File: src/design/ccsg_fifo.sv
// The move buffer is defined beside the core so that all logic sits together

File: src/design/ccsg_pkg.sv
package ccsg_pkg;

  // Memory organisation
  localparam int CCSG_DATA_W = 6;
  localparam int CCSG_ADDR_W = 10;
  localparam int CCSG_PHASES = 5;
  localparam int CCSG_LINES = 32;
  localparam int CCSG_QUARTERS = 4;
  localparam int CCSG_LINE_SEL = 8;

  // Pattern store
  localparam int CCSG_ROWS = 6;
  localparam int CCSG_STROKE_W = 6;
  localparam int CCSG_ROW_W = 12;
  localparam int CCSG_MAX_STROKES = 12;
  localparam logic [4:0] CCSG_CODE_EOC = 5'h10;
  localparam int CCSG_INTENS_BIT = 5;

  // Buffer depth in front of the beam drive
  localparam int CCSG_FIFO_DEPTH = 32;

  // Reset values
  localparam logic [4:0] CCSG_PHASE_RST = 5'h00;
  localparam logic [5:0] CCSG_ROW_RST = 6'h01;
  localparam logic [3:0] CCSG_CNT_RST = 4'h0;

  // Intensity levels
  typedef enum logic [1:0] {CCSG_INT_BLANK, CCSG_INT_NORMAL, CCSG_INT_DOUBLE} ccsg_int_t;

  // One decoded beam move
  typedef struct packed {
    logic signed [2:0] dx;
    logic signed [2:0] dy;
    ccsg_int_t intensity;
  } ccsg_move_t;

  // Address core selection for one axis
  typedef struct packed {
    logic [CCSG_QUARTERS-1:0] quarter;
    logic [CCSG_LINE_SEL-1:0] line;
  } ccsg_axis_t;

endpackage : ccsg_pkg

File: src/design/ccsg_core.sv
// Overview of operation
// - Five-phase shift register launched by start pulse
// - Read in phases one-two, write three-four
// - Address cores set with read at phase one
// - Phase two strobe captures sense into register
// - Write phases three-four; master resets at three
// - Inhibit planes whose bit must stay cleared
// - Ten address terms: quarter and line cores
// - Outside data only via display/buffer registers
// - Character drawn with at most twelve strokes
// - Strokes single/double, sixteen directions, from rest; decode gives fourteen directions
// - Intensity normal, double or blanked
// - Equal deflection time; double length doubles intensity
// - Six rows, odd then even stroke per row
// - Inhibit all rows but one; capture pair
// - First five bits weighted 1 to 16
// - Decode 5-bit code to X/Y move
// - Sixth bit set means visible stroke
// - Code 16 ends the character
// - Short characters carry end code after last
// - Eleven or more strokes run all twelve
// - Ring started by phase five, ends on end/twelve
// - Step one drives line; step two strobes, advances
module ccsg_core
  import ccsg_pkg::*;
(
  input wire logic i_clk_sys,
  input wire logic i_nrst,
  input wire logic i_cycle_launch_pulse,  // Start of one memory cycle
  input wire logic [CCSG_ADDR_W-1:0] i_addr,  // Location to cycle
  input wire logic i_ext_load,  // Write display/buffer data instead of recirculating
  input wire logic [CCSG_DATA_W-1:0] i_ext_data,  // Display or buffer register contents
  input wire logic [CCSG_DATA_W-1:0] i_sense,  // Memory sense amplifiers
  input wire logic [CCSG_ROW_W-1:0] i_rope_sense,  // Pattern store sense windings
  input wire logic i_beam_ready,  // Deflection circuitry accepts a move
  output logic o_phase_one,
  output logic o_phase_two,
  output logic o_phase_three,
  output logic o_phase_four,
  output logic o_phase_five_trigger,
  output logic o_read_drive_pulse,
  output logic o_write_drive_pulse,
  output logic o_sense_capture_strobe,
  output logic o_line_core_master_reset,
  output logic o_quarter_core_master_reset,
  output ccsg_axis_t o_x_sel,  // X axis address cores
  output ccsg_axis_t o_y_sel,  // Y axis address cores
  output logic [CCSG_DATA_W-1:0] o_plane_inhibit_term,
  output logic [CCSG_DATA_W-1:0] o_memory_info_register,
  output logic o_symbol_drive_pulse,
  output logic [CCSG_ROWS-1:0] o_row_inhibit,  // High rows carry inhibit current
  output logic o_stroke_sense_strobe,
  output logic o_stroking,  // Character in progress
  output logic o_char_done,  // One pulse when a character ends
  output logic o_move_valid,
  output ccsg_move_t o_move
);

  typedef enum logic [1:0] {CCSG_RING_IDLE, CCSG_RING_DRIVE, CCSG_RING_SENSE,
    CCSG_RING_EMIT} ccsg_ring_t;

  logic [CCSG_PHASES-1:0] phase_reg;  // One-hot memory time shift register
  logic [CCSG_ADDR_W-1:0] addr_reg;  // Latched address for the whole cycle
  logic [CCSG_DATA_W-1:0] mir_reg;  // Memory information register
  logic [CCSG_DATA_W-1:0] wdata_reg;  // Data to write back
  ccsg_ring_t ring_reg;  // Stroke timing step
  logic [CCSG_ROWS-1:0] row_reg;  // One-hot selected row, others inhibited
  logic [CCSG_ROW_W-1:0] pair_reg;  // Stroke storage: odd and even
  logic [3:0] stroke_cnt_reg;  // Strokes handled so far
  logic half_reg;  // Low = odd stroke, high = even
  logic done_reg;  // Character end pulse
  logic fifo_ready;
  logic [CCSG_STROKE_W-1:0] cur_stroke;
  logic is_eoc;
  ccsg_move_t cur_move;
  logic push;
  logic last;

  // Decode one 5-bit stroke code into a move; used for both halves
  function automatic ccsg_move_t ccsg_decode(input logic [CCSG_STROKE_W-1:0] s);
    ccsg_move_t m;
    logic signed [2:0] x;
    logic signed [2:0] y;
    logic dbl;
    x = 3'sd0;
    y = 3'sd0;
    case (s[4:0])
      5'h01, 5'h09: begin x = -3'sd1; y = -3'sd1; end
      5'h02: y = -3'sd1;
      5'h03, 5'h0b: begin x = -3'sd2; y = -3'sd2; end
      5'h04: x = -3'sd1;
      5'h05: begin x = 3'sd1; y = -3'sd1; end
      5'h06: x = -3'sd2;
      5'h07: begin x = -3'sd2; y = -3'sd1; end
      5'h0a: y = -3'sd2;
      5'h0d: begin x = 3'sd1; y = -3'sd2; end
      5'h0f: begin x = 3'sd2; y = -3'sd2; end
      5'h11: begin x = -3'sd1; y = 3'sd1; end
      5'h12: y = 3'sd1;
      5'h13: begin x = -3'sd2; y = 3'sd1; end
      5'h14: x = 3'sd1;
      5'h15: begin x = 3'sd1; y = 3'sd1; end
      5'h16: x = 3'sd2;
      5'h17: begin x = 3'sd2; y = 3'sd1; end
      5'h19: begin x = -3'sd1; y = 3'sd2; end
      5'h1a: y = 3'sd2;
      5'h1b: begin x = -3'sd2; y = 3'sd2; end
      5'h1d: begin x = 3'sd1; y = 3'sd2; end
      5'h1f: begin x = 3'sd2; y = 3'sd2; end
      default: begin x = 3'sd0; y = 3'sd0; end  // Unused and end code: no move
    endcase
    dbl = (x == 3'sd2) || (x == -3'sd2) || (y == 3'sd2) || (y == -3'sd2);
    m.dx = x;
    m.dy = y;
    // Deflection time is fixed, so longer moves need twice the beam
    if (!s[CCSG_INTENS_BIT])
      m.intensity = CCSG_INT_BLANK;
    else if (dbl)
      m.intensity = CCSG_INT_DOUBLE;
    else
      m.intensity = CCSG_INT_NORMAL;
    return m;
  endfunction : ccsg_decode

  // One-hot of a 2-bit or 3-bit field, shared by the two axes
  function automatic ccsg_axis_t ccsg_axis(input logic [4:0] line);
    ccsg_axis_t a;
    a.quarter = CCSG_QUARTERS'(1) << line[4:3];  // Quarter core, two terms
    a.line = CCSG_LINE_SEL'(1) << line[2:0];  // Line core, three terms
    return a;
  endfunction : ccsg_axis

  // Memory time shift register; a launch mid-cycle is ignored
  always_ff @(posedge i_clk_sys or negedge i_nrst)
  begin
    if (!i_nrst)
    begin
      phase_reg <= CCSG_PHASE_RST;
    end
    else if (i_cycle_launch_pulse && (phase_reg == '0))
    begin
      phase_reg <= CCSG_PHASES'(1);
    end
    else
    begin
      phase_reg <= phase_reg << 1;
    end
  end

  assign o_phase_one = phase_reg[0];
  assign o_phase_two = phase_reg[1];
  assign o_phase_three = phase_reg[2];
  assign o_phase_four = phase_reg[3];
  assign o_phase_five_trigger = phase_reg[4];
  assign o_read_drive_pulse = phase_reg[0] | phase_reg[1];
  assign o_sense_capture_strobe = phase_reg[1];
  assign o_write_drive_pulse = phase_reg[2] | phase_reg[3];
  assign o_line_core_master_reset = phase_reg[2];
  assign o_quarter_core_master_reset = phase_reg[2];
  // Planes whose bit is zero carry inhibit during the write
  assign o_plane_inhibit_term = o_write_drive_pulse ? ~wdata_reg : '0;
  // Cores are held set from phase one until the master reset
  assign o_x_sel = (phase_reg[0] | phase_reg[1]) ? ccsg_axis(addr_reg[4:0]) : '0;
  assign o_y_sel = (phase_reg[0] | phase_reg[1]) ? ccsg_axis(addr_reg[9:5]) : '0;
  assign o_memory_info_register = mir_reg;

  // Address latch at launch so it stays steady through the cycle
  always_ff @(posedge i_clk_sys or negedge i_nrst)
  begin
    if (!i_nrst)
    begin
      addr_reg <= '0;
    end
    else if (i_cycle_launch_pulse && (phase_reg == '0))
    begin
      addr_reg <= i_addr;
    end
  end

  // Information register and write-back data
  always_ff @(posedge i_clk_sys or negedge i_nrst)
  begin
    if (!i_nrst)
    begin
      mir_reg <= '0;
      wdata_reg <= '0;
    end
    else if (phase_reg[1])
    begin
      mir_reg <= i_sense;
      // Outside data enters only from the display/buffer word
      wdata_reg <= i_ext_load ? i_ext_data : i_sense;
    end
  end

  // Current stroke, end test and decoded move
  assign cur_stroke = half_reg ? pair_reg[CCSG_ROW_W-1:CCSG_STROKE_W]
                               : pair_reg[CCSG_STROKE_W-1:0];
  assign is_eoc = (cur_stroke[4:0] == CCSG_CODE_EOC);
  assign cur_move = ccsg_decode(cur_stroke);
  assign push = (ring_reg == CCSG_RING_EMIT) && !is_eoc && fifo_ready;
  assign last = (stroke_cnt_reg == 4'(CCSG_MAX_STROKES - 1));

  // Stroke timing ring
  always_ff @(posedge i_clk_sys or negedge i_nrst)
  begin
    if (!i_nrst)
    begin
      ring_reg <= CCSG_RING_IDLE;
      row_reg <= CCSG_ROW_RST;
      pair_reg <= '0;
      stroke_cnt_reg <= CCSG_CNT_RST;
      half_reg <= 1'b0;
      done_reg <= 1'b0;
    end
    else
    begin
      done_reg <= 1'b0;
      case (ring_reg)
        CCSG_RING_IDLE:
        begin
          if (phase_reg[4])
          begin
            ring_reg <= CCSG_RING_DRIVE;
            row_reg <= CCSG_ROW_RST;
            stroke_cnt_reg <= CCSG_CNT_RST;
            half_reg <= 1'b0;
          end
        end
        CCSG_RING_DRIVE:
        begin
          ring_reg <= CCSG_RING_SENSE;  // Drive line pulsed this step
        end
        CCSG_RING_SENSE:
        begin
          pair_reg <= i_rope_sense;
          row_reg <= {row_reg[CCSG_ROWS-2:0], row_reg[CCSG_ROWS-1]};
          half_reg <= 1'b0;
          ring_reg <= CCSG_RING_EMIT;
        end
        CCSG_RING_EMIT:
        begin
          if (is_eoc || (fifo_ready && last))
          begin
            ring_reg <= CCSG_RING_IDLE;
            done_reg <= 1'b1;
          end
          else if (fifo_ready)
          begin
            // Stall on a full buffer, so no stroke is lost
            stroke_cnt_reg <= stroke_cnt_reg + 4'h1;
            half_reg <= ~half_reg;
            if (half_reg)
            begin
              ring_reg <= CCSG_RING_DRIVE;  // Next row
            end
          end
        end
        default: ring_reg <= CCSG_RING_IDLE;
      endcase
    end
  end

  assign o_symbol_drive_pulse = (ring_reg == CCSG_RING_DRIVE);
  assign o_stroke_sense_strobe = (ring_reg == CCSG_RING_SENSE);
  // While stroking, only the selected row is free of inhibit current
  assign o_row_inhibit = (ring_reg == CCSG_RING_IDLE) ? '0 : ~row_reg;
  assign o_stroking = (ring_reg != CCSG_RING_IDLE);
  assign o_char_done = done_reg;

  // Decoded moves buffered toward the deflection drive
  ccsg_fifo #(
    .WIDTH($bits(ccsg_move_t)),
    .DEPTH(CCSG_FIFO_DEPTH)
  ) u_fifo (
    .i_clk_sys(i_clk_sys),
    .i_nrst(i_nrst),
    .i_in_valid(push),
    .o_in_ready(fifo_ready),
    .i_in_data(cur_move),
    .o_out_valid(o_move_valid),
    .i_out_ready(i_beam_ready),
    .o_out_data(o_move)
  );

endmodule : ccsg_core

module ccsg_fifo #(
  parameter int WIDTH = 8,
  parameter int DEPTH = 32
) (
  input wire logic i_clk_sys,
  input wire logic i_nrst,
  input wire logic i_in_valid,
  output logic o_in_ready,
  input wire logic [WIDTH-1:0] i_in_data,
  output logic o_out_valid,
  input wire logic i_out_ready,
  output logic [WIDTH-1:0] o_out_data
);
  localparam int AW = $clog2(DEPTH);

  logic [WIDTH-1:0] mem_reg [DEPTH];  // Flip-flop storage
  logic [AW-1:0] wr_reg;  // Write index
  logic [AW-1:0] rd_reg;  // Read index
  logic [AW:0] cnt_reg;  // Fill level, one bit wider so full and empty differ
  logic push;
  logic pop;

  assign o_in_ready = (cnt_reg != (AW + 1)'(DEPTH));
  assign o_out_valid = (cnt_reg != '0);
  assign push = i_in_valid && o_in_ready;
  assign pop = o_out_valid && i_out_ready;

  // Storage write; no reset needed on data
  always_ff @(posedge i_clk_sys)
  begin
    if (push)
    begin
      mem_reg[wr_reg] <= i_in_data;
    end
  end

  // Pointers and fill level; push and pop in one cycle leave the level unchanged
  always_ff @(posedge i_clk_sys or negedge i_nrst)
  begin
    if (!i_nrst)
    begin
      wr_reg <= '0;
      rd_reg <= '0;
      cnt_reg <= '0;
    end
    else
    begin
      if (push)
      begin
        wr_reg <= (wr_reg == AW'(DEPTH - 1)) ? '0 : wr_reg + AW'(1);
      end
      if (pop)
      begin
        rd_reg <= (rd_reg == AW'(DEPTH - 1)) ? '0 : rd_reg + AW'(1);
      end
      cnt_reg <= cnt_reg + (AW + 1)'(push) - (AW + 1)'(pop);
    end
  end

  // Head word; storage itself is flip-flops
  assign o_out_data = mem_reg[rd_reg];

endmodule : ccsg_fifo

File: config.mk
export PLATFORM = sky130hd
export DESIGN_NAME = ccsg_core
export DESIGN_NICKNAME = d
export VERILOG_FILES = /design/src/design/ccsg_fifo.sv /design/src/design/ccsg_pkg.sv /design/src/design/ccsg_core.sv
export SDC_FILE = /design/constraint.sdc
export NUM_CORES = 1
export LEC_CHECK = 0
export ABC_AREA = 1
export ABC_CLOCK_PERIOD_IN_PS = 3450
export BUFFER_PORTS_ARGS = -buffer_cell sky130_fd_sc_hd__buf_2
export CORE_MARGIN = 5
export CORE_UTILIZATION = 45
export CTS_CLUSTER_SIZE = 28
export DETAILED_ROUTE_END_ITERATION = 10
export MAX_ROUTING_LAYER = met4
export PLACE_DENSITY_LB_ADDON = 0.05
export SYNTH_ARGS = -nofsm -noshare
export SYNTH_HDL_FRONTEND = slang
export SYNTH_SLANG_ARGS = --single-unit
File: constraint.sdc
create_clock -name i_clk_sys -period 3.45 [get_ports i_clk_sys]
set_clock_uncertainty 0.1 [all_clocks]
set_input_delay 0.5175 -clock i_clk_sys [delete_from_list [all_inputs] [get_ports i_clk_sys]]
set_output_delay 0.5175 -clock i_clk_sys [all_outputs]
set_load 0.03 [all_outputs]
==> results.yml, run 1 <==
floorplan:
  rows: 64
  chipWidth_um: 187
  boundaryPins: 104
  die_area_um2: 35000
  dieHeight_um: 187
  coreArea_um2: 30700
  start_util: 0.459
global_routing:
  grt_overflow: 0
  use_met1: 0.281
  grt_busiest_layer: "met2"
  met3_usage: 0.0254
  grt_pass1_wl_um: 55100
  grt_max_degree: 73
  met2_usage: 0.322
  first_global_vias: 9716
  grtUsageTotal: 0.202
  antenna_found_initial: 0
layout:
  drive_above_1_share: 0.168
  fin_nets: 1505
  largest_reg_flops: 256
  antennaDiodeCount: 0
  fin_cells: 1865
  fillers: 2788
  syn2layout_area_growth_pct: 16.2
routing:
  dr_total_vias: 9780
  first_pass_iters: 5
  vias_per_cell: 5.24
  wl_per_cell_um: 18.6
  drc_errors: 0
  drt-initial-drc-count: 792
  routed_wirelength_um: 34600
  ant_nets: 0
synth:
  ys_ff_latch: 325
  synth_edf_count: 256
  async_reset_ff_frac: 0.212
  ys_types: 36
  synthCells: 1311
  avgSynthCellArea_um2: 10.8
  syn_nets: 1372
  syn_area_um2: 14100
  yosysSeqAreaShare: 0.668
  synth_warnings: 0
  synth_flop_cell: "edfxtp_1"
sta:
  rsz0062_at_grt: "false"
  post-route-period-util: 0.941
  slew_violations: 0
  hold_viol: 0
  period_minus_slack_ns: 3.25
  finalSetupTns_ns: 0
  tightestPinTransition_ns: 0.911
  fmax_mhz: 308
  slew_headroom: 0.393
  setup_viol: 0
pwr:
  power_density_nw_per_um2: 1070
  p_leak_nw: 6.51
  ir_worst_vdd_mv: 0.782
setup_path:
  rr_endpoint: "u_fifo.cnt_reg[4]"
  crit_path_max_fanout: 45
  crit_start: "u_fifo.rd_reg[0]"
  r2r_start: "half_reg"
  start_kind: "flip-flop"
  regToRegSetupSlack_ns: 0.64
  cp.required_ns: 2.83
  endpoint_kind: "output port"
  r2r_cells: 13
  worstSetupPathType: "reg -> out"
  crit_arrival_ns: 2.63
cts:
  numCtsBuffers: 37
  cts_setup_buffers: 0
  hold_buffers: 0
  htreeDepth: 2
  cts_tree: "done"
  cts_resized: 0
  clk_path_buf_depth: 3
  cts.sinks: 325
  clk_latency_ns: 0.52
  cts_root_buf: "clkbuf_16"
  cts.clk_slew.worst_paths_ns: 0.06
placement:
  hpwlAfterDp_um: 21900
  io_buffer_count: 103
  place_congestion: 0.787
  placedCellCount: 1801
outcome:
  status: "completed"
min_path:
  hp-class: "in -> async"
job:
  drv_cap: 0
-- layer usage --
metal  vias to the layer above  wire length, um  part of all wire
li1                       4769                -                 -
met1                      4691            16100              0.46
met2                       265            16200              0.47
met3                        55             1620             0.047
met4                         0              707             0.020
met5                         -                0                 0
-- cells in the final DEF, fill, tap and decap left out, types with 5 or more instances in the layout --
| cell | n |
|---|---|
| a21oi_1 | 30 |
| buf_2 | 102 |
| buf_4 | 57 |
| clkbuf_1 | 12 |
| clkbuf_16 | 38 |
| clkinv_1 | 6 |
| clkinv_2 | 7 |
| dfrtp_1 | 66 |
| edfxtp_1 | 256 |
| ha_1 | 21 |
| inv_1 | 81 |
| nand2_1 | 197 |
| nand2_4 | 5 |
| nand3_1 | 73 |
| nor2_1 | 242 |
| nor3_1 | 16 |
| o211ai_1 | 27 |
| o21a_1 | 7 |
| o21ai_0 | 149 |
| o22ai_1 | 25 |
| xor2_1 | 6 |
-- cell families after synthesis --
| group | count (synthesis) | synth area share |
|---|---|---|
| AND/OR/NAND/NOR | 551 | 0.162 |
| multiplexers | 3 | 0.00240 |
| flip-flops | 325 | 0.668 |
| AO/OA/AOI/OAI | 247 | 0.0975 |
| buffers and inverters | 157 | 0.0469 |
| XOR/XNOR | 6 | 0.00373 |
| adder cells (fa/ha/maj) | 22 | 0.0200 |
-- worst max path at each step --
stage          slack [ns]                   end  depth (start not counted)
6_report             0.20             o_move[1]                          9
5_1_grt              0.03             o_move[5]                          9
4_1_cts              0.17             o_move[5]                          9
3_5_place_dp         0.60     u_fifo.cnt_reg[4]                         13
3_3_place_gp         0.65     u_fifo.cnt_reg[4]                         13
2_1_floorplan        0.49  u_fifo.mem_reg[0][0]                         10
-- layout make-up --
type                            count  area [um2]  share of cell area
Clock buffer                       52        1020              0.0625
Clock inverter                     12        72.6             0.00443
Inverter                           89         338              0.0206
Multi-Input combinational cell    829        4040               0.246
Sequential cell                   325        9420               0.575
Tap cell                          396         495              0.0302
Timing Repair Buffer              162         998              0.0609
-- cell usage after synthesis, types with 21 or more instances --
library cell,count,area share
o211ai_1,27,0.014
o21ai_0,149,0.053
inv_1,82,0.022
nor2_1,243,0.065
nand2_1,197,0.052
nand3_1,73,0.026
o22ai_1,25,0.011
clkbuf_1,32,0.0085
buf_2,28,0.0099
ha_1,21,0.019
a21oi_1,31,0.011
dfrtp_1,68,0.12
edfxtp_1,256,0.55
-- where the power goes --
part	internal [mW]	switching, mW	leakage (nW)
combinational	1.92	5.56	2.81
sequential	6.18	0.358	3.17
clock	2.07	1.52	0.532
-- critical path: stages, from the launching register on --
cell      delay (ns)
dfrtp_4         0.60
clkinv_2        0.12
buf_4           0.41
nor2_1          0.07
o21ai_0         0.27
o21ai_0         0.15
nor2_1          0.17
nor2_1          0.05
nor2_1          0.08
buf_2           0.20
-- per-stage QoR --
stage / utilization / setup WS [ns] / power, mW / hold slack (ns) / instance area (um2)
floorplan: - / 0.491 / 11.4 / 0.122 / 14100
global placement: 0.497 / 0.650 / 14.1 / 0.278 / 15300
detailed placement: 0.497 / 0.604 / 14.2 / 0.286 / 15300
CTS: 0.533 / 0.167 / 17.8 / 0.0676 / 16400
global route: 0.533 / 0.0254 / 18.8 / 0.102 / 16400
finish: 0.533 / 0.205 / 17.6 / 0.0313 / 16400
Note: power is estimated with default switching activity, not from simulation.
==> run 2: changes to the inputs <==
GPL_TIMING_DRIVEN = 0   (was unset)
==> results.yml, run 2 (synthesis results as in run 1) <==
layout:
  syn2layout_area_growth_pct: 16.3
  fin_cells: 1880
  layout_commonest_cell: "edfxtp_1"
  final_cell_mix: "256 x edfxtp_1, 242 x nor2_1, 196 x nand2_1, 148 x o21ai_0, 127 x buf_2"
  fin_nets: 1519
  largest_reg_flops: 256
  fillers: 2785
  drive_above_1_share: 0.163
  antennaDiodeCount: 0
sta:
  hold_viol: 0
  setup_viol: 0
  period_minus_slack_ns: 3.36
  tightestPinTransition_ns: 1.36
  finalSetupTns_ns: 0
  post-route-period-util: 0.973
  fin_hold_ws_ns: 0.104
  slew_violations: 0
  postLayoutSetupSlackWorst_ns: 0.0937
  slew_headroom: 0.0881
  fmax_mhz: 298
setup_path:
  crit_family: "buffers and inverters"
  crit_arrival_ns: 2.74
  path_buf_inv: 4
  worst_path_largest_cell_delay_ns: 0.34
  cp_common_cell: "buf_2"
  worstSetupPathType: "reg -> out"
  endpoint_kind: "output port"
  cp.required_ns: 2.83
  crit_start: "u_fifo.rd_reg[1]"
  r2r_start: "half_reg"
  crit_chain: "buf_2 > buf_2 > clkbuf_4 > o21ai_0 > o22ai_1 > nand2_1 > nand3_1 > nor2_1 > nor2_1 > buf_2"
  critical-path-slowest-cell: "dfrtp_1"
  start_kind: "flip-flop"
  crit_path_max_fanout: 10
placement:
  hpwlAfterDp_um: 26500
  place_congestion: 0.952
  placedCellCount: 1816
  preCtsSetupSlack_ns: 0.234
  io_buffer_count: 103
pwr:
  power_density_nw_per_um2: 1110
  power.share.clock: 0.198
  power_mw: 18.2
  p_comb_frac: 0.446
  p_sw_frac: 0.431
  sequentialPowerShare: 0.356
  p_int_mw: 10.4
  ir_worst_vdd_mv: 1.04
  p_leak_nw: 6.49
  switching_power_mw: 7.86
global_routing:
  grt_pass1_wl_um: 59400
  grtUsageTotal: 0.226
  grt_max_degree: 55
  grt_overflow: 0
  first_global_vias: 9960
  antenna_found_initial: 0
routing:
  drc_errors: 0
  vias_per_cell: 5.41
  dr_total_vias: 10166
  wl_per_cell_um: 20.6
  drt-initial-drc-count: 1071
  first_pass_iters: 5
  routed_wirelength_um: 38700
  ant_nets: 0
cts:
  clk_latency_ns: 0.52
  cts.clk_slew.worst_paths_ns: 0.07
  cts_tree: "done"
  cts_root_buf: "clkbuf_16"
  cts.sinks: 325
  cts_setup_buffers: 0
  numCtsBuffers: 35
  clk_path_buf_depth: 3
  htreeDepth: 2
floorplan:
  boundaryPins: 104
  rows: 64
  start_util: 0.459
  coreArea_um2: 30700
  die_area_um2: 35000
  chipWidth_um: 187
  dieHeight_um: 187
job:
  drv_cap: 0
outcome:
  status: "completed"
min_path:
  hp-class: "in -> reg"
  worstHoldStart: "i_rope_sense[6]"
==> run 2: changes by cell type in the layout (fill, tap and decap cells not counted), sizes merged, moves of 2 or more <==
cell      change
bufinv        +2
clkinv        -4
clkbuf       +36
inv           +4
clkinvlp      -2
buf          -22
==> run 2: path summary, 6_finish.rpt <==
kind	to	slack, ns	cells after the start
hold reg to reg	phase_reg[4]	0.38	1
max in group asynchronous	addr_reg[8]	2.37	3
setup reg to reg	u_fifo.mem_reg[22][3]	0.32	11
min in group asynchronous	row_reg[2]	0.31	2
hold / removal	pair_reg[6]	0.10	3
setup / recovery	o_move[3]	0.09	10
==> run 2: area by class of cell <==
class                   count  area (um2)  share of cell area
plain buffers              68         359              0.0219
well taps                 396         495              0.0302
repair buffers            110         644              0.0393
clock inverters            12         121             0.00740
multi-input cells         829        4060               0.248
clock buffers              51         966              0.0589
inverters                  89         337              0.0205
flip-flops and latches    325        9420               0.574
==> run 2: worst reg2reg max path, cell delays in order, from the launching register on <==
cell and delay [ns]:
dfrtp_1 0.44, buf_4 0.21, nand2_1 0.09, nand2_2 0.09, nand2_1 0.11, clkinv_1 0.09
nand2_1 0.09, nand2_1 0.05, nor2_1 0.09, nor2_1 0.07, inv_1 0.09, nand3_1 0.94
==> run 2: repair_timing <==
action / 4_1_cts / 5_1_grt
hold endpoints to repair: 15 / 0
resized for setup: 7 / 26
endpoints found under the setup margin: 8 / 6
hold buffers: 1 / 0
==> run 2: metal layers <==
metal / part of all wire / track usage / vias to the layer above
met5: 0 / - / -
met4: 0.034 / 0.0788 / 0
met3: 0.075 / 0.0355 / 76
met2: 0.44 / 0.339 / 416
met1: 0.45 / 0.318 / 4859
li1: - / - / 4815
==> run 2: power by group through the flow <==
stage | combinational (mW) | sequential (mW) | clock [mW]
floorplan | 4.74 | 6.64 | 0
global placement | 7.47 | 6.51 | 0
detailed placement | 8.06 | 6.57 | 0
CTS | 8.09 | 6.51 | 3.68
global route | 8.86 | 6.55 | 3.84
finish | 8.13 | 6.50 | 3.62
==> run 2: metrics by stage <==
step                utilization  area (um2)
finish                    0.533       16400
global route              0.533       16400
CTS                       0.532       16400
detailed placement        0.496       15200
global placement          0.492       15100
floorplan                     -       14100
==> run 3: changes to the inputs <==
BUFFER_PORTS_ARGS = -buffer_cell sky130_fd_sc_hd__buf_4   (was -buffer_cell sky130_fd_sc_hd__buf_2)
==> results.yml, run 3 (synthesis results as in run 1) <==
setup_path:
  worstSetupPathType: "reg -> out"
  endpoint_kind: "output port"
  rr_endpoint: "u_fifo.mem_reg[25][3]"
  crit_chain: "inv_1 > buf_2 > buf_2 > nor2_1 > o21ai_0 > o21ai_0 > nor2_1 > nor2_1 > nor2_1 > buf_4"
  path_depth: 10
  critical-path-slowest-cell: "dfrtp_1"
  cp_common_cell: "nor2_1"
  r2r_start: "half_reg"
  path_buf_inv: 4
  crit_start: "u_fifo.rd_reg[0]"
  r2r_cells: 11
  start_kind: "flip-flop"
  cp.required_ns: 2.83
  regToRegSetupSlack_ns: 0.39
  crit_arrival_ns: 2.72
  worst_path_largest_cell_delay_ns: 0.46
  crit_family: "buffers and inverters"
  crit_path_max_fanout: 10
  critPathCapture: "o_move[3]"
cts:
  cts.sinks: 325
  cts_tree: "done"
  clk_latency_ns: 0.50
  clk_path_buf_depth: 3
  cts_setup_buffers: 0
  cts_root_buf: "clkbuf_16"
  numCtsBuffers: 36
  hold_buffers: 0
  cts.clk_slew.worst_paths_ns: 0.06
  htreeDepth: 2
layout:
  drive_above_1_share: 0.156
  utilization: 0.539
  layout_commonest_cell: "edfxtp_1"
  multi_input_area_um2: 4050
  antennaDiodeCount: 0
  syn2layout_area_growth_pct: 17.5
  final_cell_mix: "256 x edfxtp_1, 242 x nor2_1, 196 x nand2_1, 149 x o21ai_0, 109 x buf_4"
  final_area_um2: 16600
  fillers: 2740
  fin_nets: 1518
  seq_area_um2: 9420
  largest_reg_flops: 256
outcome:
  status: "completed"
placement:
  place_congestion: 0.962
  hpwlAfterDp_um: 26600
  io_buffer_count: 103
  placed_area_um2: 15500
  preCtsSetupSlack_ns: 0.448
floorplan:
  boundaryPins: 104
  rows: 64
  die_area_um2: 35000
  start_util: 0.459
  dieHeight_um: 187
  coreArea_um2: 30700
  chipWidth_um: 187
global_routing:
  grt_pass1_wl_um: 59000
  antenna_found_initial: 1
  grtUsageTotal: 0.225
  first_global_vias: 9996
  grt_overflow: 0
  grt_max_degree: 70
sta:
  hold_viol: 0
  slew_violations: 0
  finalSetupTns_ns: 0
  rsz0062_at_grt: "false"
  setup_viol: 0
  tightestPinTransition_ns: 1.35
  slew_headroom: 0.101
  post-route-period-util: 0.967
  postLayoutSetupSlackWorst_ns: 0.112
  period_minus_slack_ns: 3.34
  fmax_mhz: 300
routing:
  drc_errors: 0
  vias_per_cell: 5.39
  first_pass_iters: 5
  dr_total_vias: 10118
  ant_nets: 0
  wl_per_cell_um: 20.6
  routed_wirelength_um: 38700
  drt-initial-drc-count: 872
job:
  drv_cap: 0
pwr:
  power_density_nw_per_um2: 1110
  power_mw: 18.4
  p_leak_nw: 6.50
  ir_worst_vdd_mv: 0.723
min_path:
  hp-class: "in -> async"
==> run 3: changes by cell type in the layout (fill, tap and decap cells not counted), sizes merged <==
cell	delta
bufinv	-1
dlygate4sd3	-1
inv	-3
clkinvlp	+1
clkinv	+2
clkbuf	-1
==> run 3: how the worst min path moves through the flow <==
| stage | endpoint | slack (ns) |
|---|---|---|
| 2_1_floorplan | addr_reg[0] | 0.12 |
| 5_1_grt | row_reg[3] | 0.11 |
| 6_report | row_reg[3] | 0.04 |
| 3_5_place_dp | phase_reg[4] | 0.38 |
| 4_1_cts | row_reg[3] | 0.07 |
| 3_3_place_gp | phase_reg[4] | 0.36 |
==> run 3: cell type report <==
type | instances | share of cell area
Inverter | 89 | 0.0203
Sequential cell | 325 | 0.568
Clock buffer | 51 | 0.0609
Buffer | 68 | 0.0206
Multi-Input combinational cell | 829 | 0.244
Timing Repair Buffer | 108 | 0.0513
Tap cell | 396 | 0.0299
Clock inverter | 11 | 0.00476
==> run 3: what timing repair did <==
| action | in CTS | in global routing |
|---|---|---|
| setup endpoints to repair | 6 | 4 |
| endpoints found under the hold margin | 0 | 0 |
| gates resized for setup | 6 | 7 |
| cloned | 0 | 0 |
==> run 3: where the power goes <==
group          switching, mW  total [mW]  internal [mW]
combinational           6.06        8.29           2.23
clock                   1.48        3.58           2.10
sequential             0.299        6.51           6.21
==> run 3: layer usage <==
| metal | part of all wire | track usage | wire [um] | vias to the layer above |
|---|---|---|---|---|
| met3 | 0.070 | 0.0358 | 2700 | 63 |
| met2 | 0.45 | 0.345 | 17500 | 403 |
| met5 | 0 | - | 0 | - |
| met4 | 0.027 | 0.0646 | 1060 | 0 |
| met1 | 0.45 | 0.315 | 17400 | 4847 |
| li1 | - | - | - | 4805 |
==> run 3: through the flow <==
stage,hold WS (ns),instances
floorplan,0.122,1311
global placement,0.363,1810
detailed placement,0.376,1815
CTS,0.0728,1877
global route,0.106,1877
finish,0.0424,1877
